<file path="config.mk">
export PLATFORM = sky130hd
export DESIGN_NAME = rqs_device_flat
export DESIGN_NICKNAME = d
export VERILOG_FILES = /design/src/rqs_pkg.sv /design/src/rqs_if.sv /design/src/rqs_device.sv /design/src/flat_wrapper.sv
export SDC_FILE = /design/constraint.sdc
export NUM_CORES = 2
export LEC_CHECK = 0
export BUFFER_PORTS_ARGS = -buffer_cell sky130_fd_sc_hd__clkbuf_2
export CAP_MARGIN = 20
export CORE_ASPECT_RATIO = 1.2
export CORE_MARGIN = 8
export CORE_UTILIZATION = 30
export CTS_CLUSTER_SIZE = 10
export DETAILED_ROUTE_END_ITERATION = 10
export SYNTH_ARGS = -nofsm -noshare
export SYNTH_HDL_FRONTEND = slang
export SYNTH_SLANG_ARGS = --single-unit
</file>
<file path="constraint.sdc">
create_clock -name i_ref_clk -period 5.24 [get_ports i_ref_clk]
set_input_delay 0.786 -clock i_ref_clk [delete_from_list [all_inputs] [get_ports i_ref_clk]]
set_output_delay 0.786 -clock i_ref_clk [all_outputs]
set_load 0.01 [all_outputs]
</file>
<file path="src/rqs_pkg.sv">
`default_nettype none
package rqs_pkg;
  // Clock period of i_ref_clk
  localparam int CLK_NS = 10;
  // Least power-on reset hold, rounded up to whole cycles
  localparam int POR_HOLD_NS = 9500;
  localparam int POR_CYC = (POR_HOLD_NS + CLK_NS - 1) / CLK_NS;
  // Step timing: fixed part plus a unit scaled by 2^wait_code
  localparam int STEP_BASE_NS = 500000;
  localparam int WAIT_UNIT_NS = 62500;
  localparam int STEP_BASE_CYC = STEP_BASE_NS / CLK_NS;
  localparam int WAIT_UNIT_CYC = WAIT_UNIT_NS / CLK_NS;
  // Register offsets
  localparam logic [7:0] ADDR_IDENT = 8'h00;
  localparam logic [7:0] ADDR_DAC_CTRL = 8'h21;
  localparam logic [7:0] ADDR_SEQ_CTRL = 8'h6c;
  localparam logic [7:0] ADDR_STEP_TARGET = 8'h6d;
  localparam logic [7:0] ADDR_STEP_PAYLOAD = 8'h6e;
  localparam logic [7:0] ADDR_SEQ_LAUNCH = 8'h6f;
  localparam logic [7:0] ADDR_SEQ_STATUS = 8'h70;
  // Field positions
  localparam int SEQ_ENABLE_BIT = 8;
  localparam int SEQ_GO_BIT = 8;
  localparam int SEQ_ABORT_BIT = 9;
  localparam int FIELD_LSB_POS = 8;
  localparam int FIELD_WIDTH_POS = 12;
  localparam int WAIT_CODE_POS = 8;
  localparam int LAST_FLAG_BIT = 14;
  localparam int RUNNING_BIT = 0;
  // Reset values; identity value is arbitrary
  localparam logic [15:0] IDENT_VALUE = 16'h5a3c;
  localparam logic [15:0] DAC_CTRL_RST = 16'h0008;
  localparam logic [15:0] SEQ_CTRL_RST = 16'h0000;
  // Step store geometry
  localparam int STEP_COUNT = 40;
  localparam logic [5:0] STEP_LAST_IDX = 6'h27;
  localparam logic [7:0] DUMMY_TARGET = 8'hff;

  // One stored step
  typedef struct packed {
    logic [7:0] target;
    logic [2:0] width;
    logic [3:0] lsb;
    logic [7:0] value;
    logic [3:0] wait_code;
    logic last;
  } rqs_step_t;

  // Host commands
  typedef enum logic [1:0] {
    CMD_STARTUP = 2'b00,
    CMD_FAST_STARTUP = 2'b01,
    CMD_SHUTDOWN = 2'b10
  } rqs_cmd_t;

  // Build one step
  function automatic rqs_step_t rqs_mk(input logic [7:0] t, input logic [2:0] w,
    input logic [3:0] l, input logic [7:0] v, input logic [3:0] d, input logic e);
    rqs_mk = '{target: t, width: w, lsb: l, value: v, wait_code: d, last: e};
  endfunction : rqs_mk

  // Factory contents of the step store; unlisted slots are dummies
  function automatic rqs_step_t rqs_default_step(input int i);
    unique case (i)
      19: rqs_default_step = rqs_mk(8'h5a, 3'h7, 4'h0, 8'h77, 4'h0, 1'b0);
      20: rqs_default_step = rqs_mk(8'h5e, 3'h7, 4'h0, 8'h77, 4'h0, 1'b0);
      21: rqs_default_step = rqs_mk(8'h5a, 3'h7, 4'h0, 8'hff, 4'h0, 1'b0);
      22: rqs_default_step = rqs_mk(8'h5e, 3'h7, 4'h0, 8'hff, 4'h0, 1'b1);
      25: rqs_default_step = rqs_mk(8'h5e, 3'h7, 4'h0, 8'h77, 4'h0, 1'b0);
      26: rqs_default_step = rqs_mk(8'h5a, 3'h7, 4'h0, 8'h77, 4'h0, 1'b0);
      27: rqs_default_step = rqs_mk(8'h5a, 3'h7, 4'h0, 8'h00, 4'h0, 1'b0);
      28: rqs_default_step = rqs_mk(8'h5e, 3'h7, 4'h0, 8'h00, 4'h0, 1'b0);
      29: rqs_default_step = rqs_mk(8'h43, 3'h3, 4'h0, 8'h00, 4'h0, 1'b0);
      30: rqs_default_step = rqs_mk(8'h62, 3'h0, 4'h0, 8'h00, 4'h0, 1'b0);
      31: rqs_default_step = rqs_mk(8'h12, 3'h1, 4'h2, 8'h00, 4'h0, 1'b0);
      32: rqs_default_step = rqs_mk(8'h16, 3'h0, 4'h1, 8'h00, 4'h0, 1'b0);
      33: rqs_default_step = rqs_mk(8'h0e, 3'h1, 4'h0, 8'h00, 4'h0, 1'b0);
      34: rqs_default_step = rqs_mk(8'h0f, 3'h1, 4'h0, 8'h00, 4'h0, 1'b0);
      35: rqs_default_step = rqs_mk(8'h04, 3'h0, 4'h0, 8'h00, 4'h0, 1'b0);
      36: rqs_default_step = rqs_mk(8'h05, 3'h0, 4'h0, 8'h00, 4'hc, 1'b0);
      37: rqs_default_step = rqs_mk(8'h05, 3'h0, 4'h0, 8'h00, 4'h9, 1'b0);
      38: rqs_default_step = rqs_mk(8'h05, 3'h7, 4'h0, 8'h00, 4'h0, 1'b0);
      39: rqs_default_step = rqs_mk(8'h04, 3'h1, 4'h0, 8'h00, 4'h0, 1'b1);
      default: rqs_default_step = rqs_mk(DUMMY_TARGET, 3'h0, 4'h0, 8'h00, 4'h0, 1'b0);
    endcase
  endfunction : rqs_default_step
endpackage : rqs_pkg
`default_nettype wire

</file>
<file path="src/rqs_if.sv">
`timescale 1ns/1ps
`default_nettype none
// Register control link between host and device
interface rqs_if;
  logic wr;            // Write strobe, one cycle
  logic rd;            // Read strobe, one cycle
  logic [7:0] addr;    // Register offset
  logic [15:0] wdata;  // Write data
  logic [15:0] rdata;  // Read data, valid with rvalid
  logic rvalid;        // Read answer, one cycle
  logic mclk_run;      // Host reports master clock running
  modport dev(input wr, rd, addr, wdata, mclk_run, output rdata, rvalid);
  modport host(output wr, rd, addr, wdata, mclk_run, input rdata, rvalid);
endinterface : rqs_if
`default_nettype wire

</file>
<file path="src/rqs_device.sv">
`timescale 1ns/1ps
`default_nettype none
module rqs_device
  import rqs_pkg::*;
#(
  parameter int unsigned P_STEP_BASE_CYC = STEP_BASE_CYC,
  parameter int unsigned P_WAIT_UNIT_CYC = WAIT_UNIT_CYC
)
(
  // Clock and reset
  input wire logic i_ref_clk,
  input wire logic i_rst,
  // Supply monitors, high while above power-off threshold
  input wire logic i_analogue_supply_ok,
  input wire logic i_core_supply_ok,
  // Register link
  rqs_if.dev bus,
  // Reset and sequencer state
  output logic o_por_n,
  output logic o_seq_running,
  // Step writes towards the codec register space
  output logic o_step_wr,
  output logic [7:0] o_step_target,
  output logic [3:0] o_step_field_lsb,
  output logic [2:0] o_step_field_width,
  output logic [7:0] o_step_value,
  // DAC digital control
  output logic [15:0] o_dac_ctrl
);

  // Sequencer states
  typedef enum logic [1:0] {
    SEQ_IDLE = 2'b00,
    SEQ_ISSUE = 2'b01,
    SEQ_WAIT = 2'b10
  } rqs_seq_state_t;

  logic [9:0] por_cnt_q;         // Hold counter after supplies good
  logic por_n_q;                 // Internal reset, low active
  logic supplies_ok;             // Both monitors above threshold
  logic wr_ok;                   // Write that is allowed to land
  logic clr;                     // Register reset of any source
  logic sw_reset;                // Write to the identity register
  logic [15:0] seq_ctrl_q;       // Enable and edit index
  logic [15:0] dac_ctrl_q;       // DAC digital control
  logic [5:0] first_step_q;      // Last launch index, for readback
  rqs_step_t steps_q [STEP_COUNT];
  rqs_seq_state_t state_q;
  logic [5:0] idx_q;             // Step being run
  logic [31:0] wait_q;           // Cycles left in current step
  logic [5:0] edit_idx;
  logic launch_wr;
  logic go_req;
  logic abort_req;
  logic [31:0] step_cycles;
  logic [15:0] rd_word;
  logic [15:0] rdata_q;
  logic rvalid_q;
  logic step_wr_q;
  rqs_step_t cur_q;              // Latched step driving the outputs
  rqs_step_t edit_step;

  // Comparator hysteresis lives in the analogue monitors, so a
  // dip above the off thresholds leaves both inputs high here
  assign supplies_ok = i_analogue_supply_ok & i_core_supply_ok;

  // Hold timer restarts on any drop, giving the least period
  always_ff @(posedge i_ref_clk)
  begin
    if (i_rst || !supplies_ok)
    begin
      por_cnt_q <= 10'h000;
      por_n_q <= 1'b0;
    end
    else if (por_cnt_q == 10'(POR_CYC - 1))
      por_n_q <= 1'b1;
    else
      por_cnt_q <= por_cnt_q + 10'h001;
  end

  // Writes only land while the internal reset is released
  assign wr_ok = bus.wr & por_n_q;
  // Any value written to offset zero acts as a soft reset
  assign sw_reset = wr_ok & (bus.addr == ADDR_IDENT);
  // Reset or soft reset returns every register to default
  assign clr = i_rst | ~por_n_q | sw_reset;
  assign edit_idx = seq_ctrl_q[5:0];
  // Edit index past the top slot reads back as a dummy, never unknown
  assign edit_step = (edit_idx <= STEP_LAST_IDX) ? steps_q[edit_idx]
    : rqs_mk(DUMMY_TARGET, 3'h0, 4'h0, 8'h00, 4'h0, 1'b0);
  assign launch_wr = wr_ok & (bus.addr == ADDR_SEQ_LAUNCH);
  // A start is refused unless enabled, clocked and in range
  assign go_req = launch_wr & bus.wdata[SEQ_GO_BIT] & ~bus.wdata[SEQ_ABORT_BIT]
    & seq_ctrl_q[SEQ_ENABLE_BIT] & bus.mclk_run & (bus.wdata[5:0] <= STEP_LAST_IDX);
  assign abort_req = launch_wr & bus.wdata[SEQ_ABORT_BIT];
  // Step length: fixed part plus unit scaled by the wait code
  assign step_cycles = 32'(P_STEP_BASE_CYC)
    + (32'(P_WAIT_UNIT_CYC) << steps_q[idx_q].wait_code);

  // Control and DAC registers
  always_ff @(posedge i_ref_clk)
  begin
    if (clr)
    begin
      seq_ctrl_q <= SEQ_CTRL_RST;
      dac_ctrl_q <= DAC_CTRL_RST;
      first_step_q <= 6'h00;
    end
    else if (wr_ok)
    begin
      // Enable and edit index come from the control register
      if (bus.addr == ADDR_SEQ_CTRL)
        seq_ctrl_q <= bus.wdata;
      // Host clearing the DAC register unmutes the DACs
      if (bus.addr == ADDR_DAC_CTRL)
        dac_ctrl_q <= bus.wdata;
      if (bus.addr == ADDR_SEQ_LAUNCH)
        first_step_q <= bus.wdata[5:0];
    end
  end

  // Step store; one generated slot per step
  genvar gi;
  generate
    for (gi = 0; gi < STEP_COUNT; gi++)
    begin : g_step
      always_ff @(posedge i_ref_clk)
      begin
        // Power loss or soft reset reloads factory steps
        if (clr)
          steps_q[gi] <= rqs_default_step(gi);
        // Target word fills address, start and width
        else if (wr_ok && bus.addr == ADDR_STEP_TARGET && edit_idx == 6'(gi))
        begin
          steps_q[gi].target <= bus.wdata[7:0];
          steps_q[gi].lsb <= bus.wdata[FIELD_LSB_POS +: 4];
          steps_q[gi].width <= bus.wdata[FIELD_WIDTH_POS +: 3];
        end
        // Payload word fills value, wait and last flag
        else if (wr_ok && bus.addr == ADDR_STEP_PAYLOAD && edit_idx == 6'(gi))
        begin
          steps_q[gi].value <= bus.wdata[7:0];
          steps_q[gi].wait_code <= bus.wdata[WAIT_CODE_POS +: 4];
          steps_q[gi].last <= bus.wdata[LAST_FLAG_BIT];
        end
      end
    end
  endgenerate

  // Sequencer engine; a new start while busy is ignored
  always_ff @(posedge i_ref_clk)
  begin
    // Supply loss stops the engine on the edge that asserts reset
    if (clr || !supplies_ok)
    begin
      state_q <= SEQ_IDLE;
      idx_q <= 6'h00;
      wait_q <= 32'h0000_0000;
      step_wr_q <= 1'b0;
      cur_q <= rqs_mk(DUMMY_TARGET, 3'h0, 4'h0, 8'h00, 4'h0, 1'b0);
    end
    else
    begin
      step_wr_q <= 1'b0;
      // Abort ends any running sequence at once
      if (abort_req)
        state_q <= SEQ_IDLE;
      else
        unique case (state_q)
          SEQ_IDLE:
          begin
            // Launch index selects start-up or shutdown
            if (go_req)
            begin
              idx_q <= bus.wdata[5:0];
              state_q <= SEQ_ISSUE;
            end
          end
          SEQ_ISSUE:
          begin
            // A dummy target produces no register write
            cur_q <= steps_q[idx_q];
            step_wr_q <= (steps_q[idx_q].target != DUMMY_TARGET);
            wait_q <= step_cycles - 32'h0000_0001;
            state_q <= SEQ_WAIT;
          end
          SEQ_WAIT:
          begin
            // Wait codes set each step's length
            if (wait_q != 32'h0000_0000)
              wait_q <= wait_q - 32'h0000_0001;
            // Stop after a last step or at the top slot
            else if (cur_q.last || idx_q == STEP_LAST_IDX)
              state_q <= SEQ_IDLE;
            else
            begin
              idx_q <= idx_q + 6'h01;
              state_q <= SEQ_ISSUE;
            end
          end
          default: state_q <= SEQ_IDLE;
        endcase
    end
  end

  // Read decode; unmapped offsets read as zero
  assign rd_word =
    (bus.addr == ADDR_IDENT) ? IDENT_VALUE :
    (bus.addr == ADDR_DAC_CTRL) ? dac_ctrl_q :
    (bus.addr == ADDR_SEQ_CTRL) ? seq_ctrl_q :
    (bus.addr == ADDR_STEP_TARGET) ?
      {1'b0, edit_step.width, edit_step.lsb, edit_step.target} :
    (bus.addr == ADDR_STEP_PAYLOAD) ?
      {1'b0, edit_step.last, 2'b00, edit_step.wait_code, edit_step.value} :
    (bus.addr == ADDR_SEQ_LAUNCH) ? {10'h000, first_step_q} :
    // Running flag readback for host polling
    (bus.addr == ADDR_SEQ_STATUS) ? {15'h0000, o_seq_running} :
    16'h0000;

  // Read answer one cycle after the strobe; none while in reset
  always_ff @(posedge i_ref_clk)
  begin
    if (i_rst || !por_n_q)
    begin
      rdata_q <= 16'h0000;
      rvalid_q <= 1'b0;
    end
    else
    begin
      rvalid_q <= bus.rd;
      if (bus.rd)
        rdata_q <= rd_word;
    end
  end

  assign bus.rdata = rdata_q;
  assign bus.rvalid = rvalid_q;
  assign o_por_n = por_n_q;
  // High from the cycle after launch until the last step ends
  assign o_seq_running = (state_q != SEQ_IDLE);
  assign o_step_wr = step_wr_q;
  assign o_step_target = cur_q.target;
  assign o_step_field_lsb = cur_q.lsb;
  assign o_step_field_width = cur_q.width;
  assign o_step_value = cur_q.value;
  assign o_dac_ctrl = dac_ctrl_q;

endmodule : rqs_device
`default_nettype wire

</file>
<file path="src/flat_wrapper.sv">
// flat-port wrapper written by rule: the top's interface ports become plain ports
module rqs_device_flat import rqs_pkg::*;
#(
  parameter int unsigned P_STEP_BASE_CYC = STEP_BASE_CYC,
  parameter int unsigned P_WAIT_UNIT_CYC = WAIT_UNIT_CYC
)
  (i_ref_clk, i_rst, i_analogue_supply_ok, i_core_supply_ok, o_por_n, o_seq_running, o_step_wr, o_step_target, o_step_field_lsb, o_step_field_width, o_step_value, o_dac_ctrl, bus_wr, bus_rd, bus_addr, bus_wdata, bus_mclk_run, bus_rdata, bus_rvalid);
  rqs_if bus_i ();
  input wire logic i_ref_clk;
  input wire logic i_rst;
  input wire logic i_analogue_supply_ok;
  input wire logic i_core_supply_ok;
  output logic o_por_n;
  output logic o_seq_running;
  output logic o_step_wr;
  output logic [7:0] o_step_target;
  output logic [3:0] o_step_field_lsb;
  output logic [2:0] o_step_field_width;
  output logic [7:0] o_step_value;
  output logic [15:0] o_dac_ctrl;
  input wire logic [$bits(bus_i.wr)-1:0] bus_wr;
  input wire logic [$bits(bus_i.rd)-1:0] bus_rd;
  input wire logic [$bits(bus_i.addr)-1:0] bus_addr;
  input wire logic [$bits(bus_i.wdata)-1:0] bus_wdata;
  input wire logic [$bits(bus_i.mclk_run)-1:0] bus_mclk_run;
  output wire logic [$bits(bus_i.rdata)-1:0] bus_rdata;
  output wire logic [$bits(bus_i.rvalid)-1:0] bus_rvalid;
  assign bus_i.wr = bus_wr;
  assign bus_i.rd = bus_rd;
  assign bus_i.addr = bus_addr;
  assign bus_i.wdata = bus_wdata;
  assign bus_i.mclk_run = bus_mclk_run;
  assign bus_rdata = bus_i.rdata;
  assign bus_rvalid = bus_i.rvalid;
  rqs_device #(.P_STEP_BASE_CYC(P_STEP_BASE_CYC), .P_WAIT_UNIT_CYC(P_WAIT_UNIT_CYC)) u_core (.i_ref_clk(i_ref_clk), .i_rst(i_rst), .i_analogue_supply_ok(i_analogue_supply_ok), .i_core_supply_ok(i_core_supply_ok), .bus(bus_i), .o_por_n(o_por_n), .o_seq_running(o_seq_running), .o_step_wr(o_step_wr), .o_step_target(o_step_target), .o_step_field_lsb(o_step_field_lsb), .o_step_field_width(o_step_field_width), .o_step_value(o_step_value), .o_dac_ctrl(o_dac_ctrl));
endmodule
</file>
==> results.ini <==
[timing]
post-route-period-util_pct=90.62
worst_slack_ps=491.3
report.final.slew_viol_count=0
worstMarginPinSlew_ps=1154
layout_min_cycle_time_ps=4749
rsz0062_at_grt=no
finalSetupViolCount=0
hold_violations=0
max-slew-margin-rel_pct=22.81
final.setup.tns_ps=0
fin_skew_ps=50.84
fmax_mhz=210.6

[clock_tree]
cts_tree=yes
ctsHoldBuffers=0
clkTransAtPathRegs_ps=60
cts_htree_levels=4
insertion_delay_ps=820
cts.sinks=1263
cts_resized=0
root_buffer=clkbuf_16
numCtsBuffers=146
post_cts_buffers=0
clk_path_buf_depth=3

[min_path]
holdCritPathClass=in2reg

[synth]
syn_inst=4770
synthArstFlopShare_pct=0
dominantRegCellSynth=edfxtp_1
synth_warnings=0
synth_seq_area_share_pct=53.85
avgSynthCellArea_um2=14.21
syn_area_mm2=0.06778
synthesis.nets=4814
synth_seq_cells=1263
yosysUniqueCellTypes=83
synth_edf_count=1120

[drt]
dr.pass1.iters=6
wl_per_cell_um=29.71
drtIter0Drc=5752
drt-total-wl_um=231200
via_count=43970
drtAntennaViolNets=0
vias_per_cell=5.651
drc=0

[placement]
gp_congestion=0.9116
portBuffers=89
hpwl_um=155000
place_ws_ps=639.0
place_inst=7542

[pwr]
peakVddDrop_uv=390.6
power.density_mw_per_mm2=270.1
p_sw_mw=4.371
power_mw=20.45
pwr-share-comb_pct=1.1
cellLeakagePower_nw=24.70
switching_share_pct=21.37
power_frac_clock_pct=46.2
seqPwrFrac_pct=52.8
internal_power_mw=16.08

[critical_path]
cpPeakStageDelay_ps=1000
end_kind=register
crit_type=reg2reg
worst_path_max_delay_cell=a2111oi_2
arrival_ps=5440
crit_path_cell_trace=nand2b_1 -> a211oi_1 -> a2111oi_2 -> a21oi_2 -> inv_1 -> ha_1 -> inv_1 -> mux2i_1 -> o21ai_0 -> and2_1 -> a211oi_1 -> o211ai_2 -> nand2_2 -> nor3_1 -> o32ai_1
worstPathRequired_ps=5930
cp.buffers_inverters=2
crit_path_start_kind=register
cp_top_family=compound AO/OA/AOI/OAI gates
cp_max_fo=27

[finish]
final_common_cell=edfxtp_1
final_nets=4744
area_delta_synth_final_pct=11.75
final_cell_mix=1120 x edfxtp_1, 762 x and2_1, 640 x mux4_2
fin_util_pct=33.64
layout-drive-gt1-share_pct=25.33
final_cells=7780
fillers=21650

[floorplanning]
die_h_um=536.7
fp.coreArea_mm2=0.2251
rows=191
die_area_mm2=0.2414
pin_count=90
die_w_um=449.9
initial_core_util_pct=30.11

[grt]
antenna_found_initial=20
grt_pass1_vias=43660
grt_pass1_wl_um=328500
grt_max_degree=91
grt_use_total_pct=18.46
grt_remaining_overflow=0

[run_status]
status=complete, no violations

[job]
maxCapViolCount=0

## registers in the layout, summed over array words and instances (netlist names), named ones only
signal                     cells
u_core.bus.rdata              16
u_core.bus.rvalid              1
u_core.cur_q                   1
u_core.first_step_q            6
u_core.idx_q                   6
u_core.o_dac_ctrl             16
u_core.o_por_n                 1
u_core.o_step_field_lsb        4
u_core.o_step_field_width      3
u_core.o_step_target           8
u_core.o_step_value            8
u_core.o_step_wr               1
u_core.por_cnt_q              10
u_core.seq_ctrl_q             16
u_core.state_q                 2
u_core.steps_q              1120
u_core.wait_q                 32
## through the flow
| step | cell area (µm²) | hold WS (ps) |
|---|---|---|
| 2_1_floorplan | 67780 | 436.0 |
| 3_3_place_gp | 71520 | 441.5 |
| 3_5_place_dp | 71540 | 449.3 |
| 4_1_cts | 75700 | 281.9 |
| 5_1_grt | 75720 | 323.4 |
| 6_report | 75740 | 338.1 |
## cell usage after synthesis (5+ instances only)
cell	n	area (µm²)
or3_1	318	1989
o211ai_1	16	120.1
nor3_1	28	140.1
nand2_1	186	698.2
mux2i_1	114	1141
nand4_1	6	37.54
inv_1	17	63.81
a221o_1	5	50.05
o21ai_1	10	50.05
buf_2	63	315.3
nor4_1	9	56.30
a211oi_1	54	405.4
a31oi_1	9	56.30
buf_4	41	307.8
o22ai_1	8	50.05
buf_1	33	123.9
and2_1	762	4767
nor2b_1	42	262.8
and3_1	68	425.4
nand2b_1	10	62.56
o221ai_1	7	61.31
mux2_2	29	326.6
edfxtp_1	1120	33630
a21oi_1	120	600.6
dfxtp_1	143	2863
ha_1	13	162.7
mux4_2	640	14410
or2_2	6	37.54
nor2_1	175	656.9
or4_1	5	37.54
a22oi_1	37	277.8
a221oi_1	7	61.31
clkbuf_1	372	1396
xor2_1	7	61.31
xnor2_1	10	87.58
buf_6	19	214.0
nand3_1	36	180.2
o21ai_0	148	740.7
## metal layers
metal,global-route usage [%],share of wire (%),up-vias
li1,-,-,18260
met3,3.170,8.1,453
met2,30.62,48,2316
met1,22.96,37,22940
met4,10.21,6.7,6
met5,0,0.017,-
## power by group through the flow
stage	clock [mW]	combinational (mW)	sequential [mW]
finish	9.44	0.224	10.8
global route	9.87	0.232	10.8
CTS	9.56	0.224	10.8
detailed placement	0	0.223	11.0
global placement	0	0.221	11.0
floorplan	0	0.0993	11.0
## cell families after synthesis
kind of cell	after synthesis	share of synthesized area, %
muxes	786	23.52
xor gates and xnor gates	17	0.2197
adders and majority gates	13	0.2400
AOI/OAI and AO/OA	468	4.337
buffers and inverters	552	3.700
DFF	1263	53.85
and+or+nand+nor	1671	14.14
## path summary, 6_finish.rpt
path | depth (start not counted) | start | endpoint | slack, ps
max | 15 | register | u_core.wait_q[18]$_SDFFE_PP0P_ | 490
min | 2 | bus_wdata[3] | u_core.steps_q[27][23]$_SDFFCE_PN1P_ | 340
max reg2reg | 15 | register | u_core.wait_q[18]$_SDFFE_PP0P_ | 490
min reg2reg | 2 | u_core.seq_ctrl_q[6]$_SDFFE_PP0P_ | u_core.seq_ctrl_q[6]$_SDFFE_PP0P_ | 460
## area by class of cell
cell class	instances	area (µm²)	share of cell area, %
multi-input cells	2955	28840	38.08
flip-flops and latches	1263	36530	48.23
clock inverters	17	183.9	0.2428
well taps	2991	3742	4.941
clock buffers	211	3971	5.244
diodes	9	22.52	0.02974
repair buffers	314	2375	3.136
inverters	20	75.07	0.09912
Power figures use the tool's default switching activity.
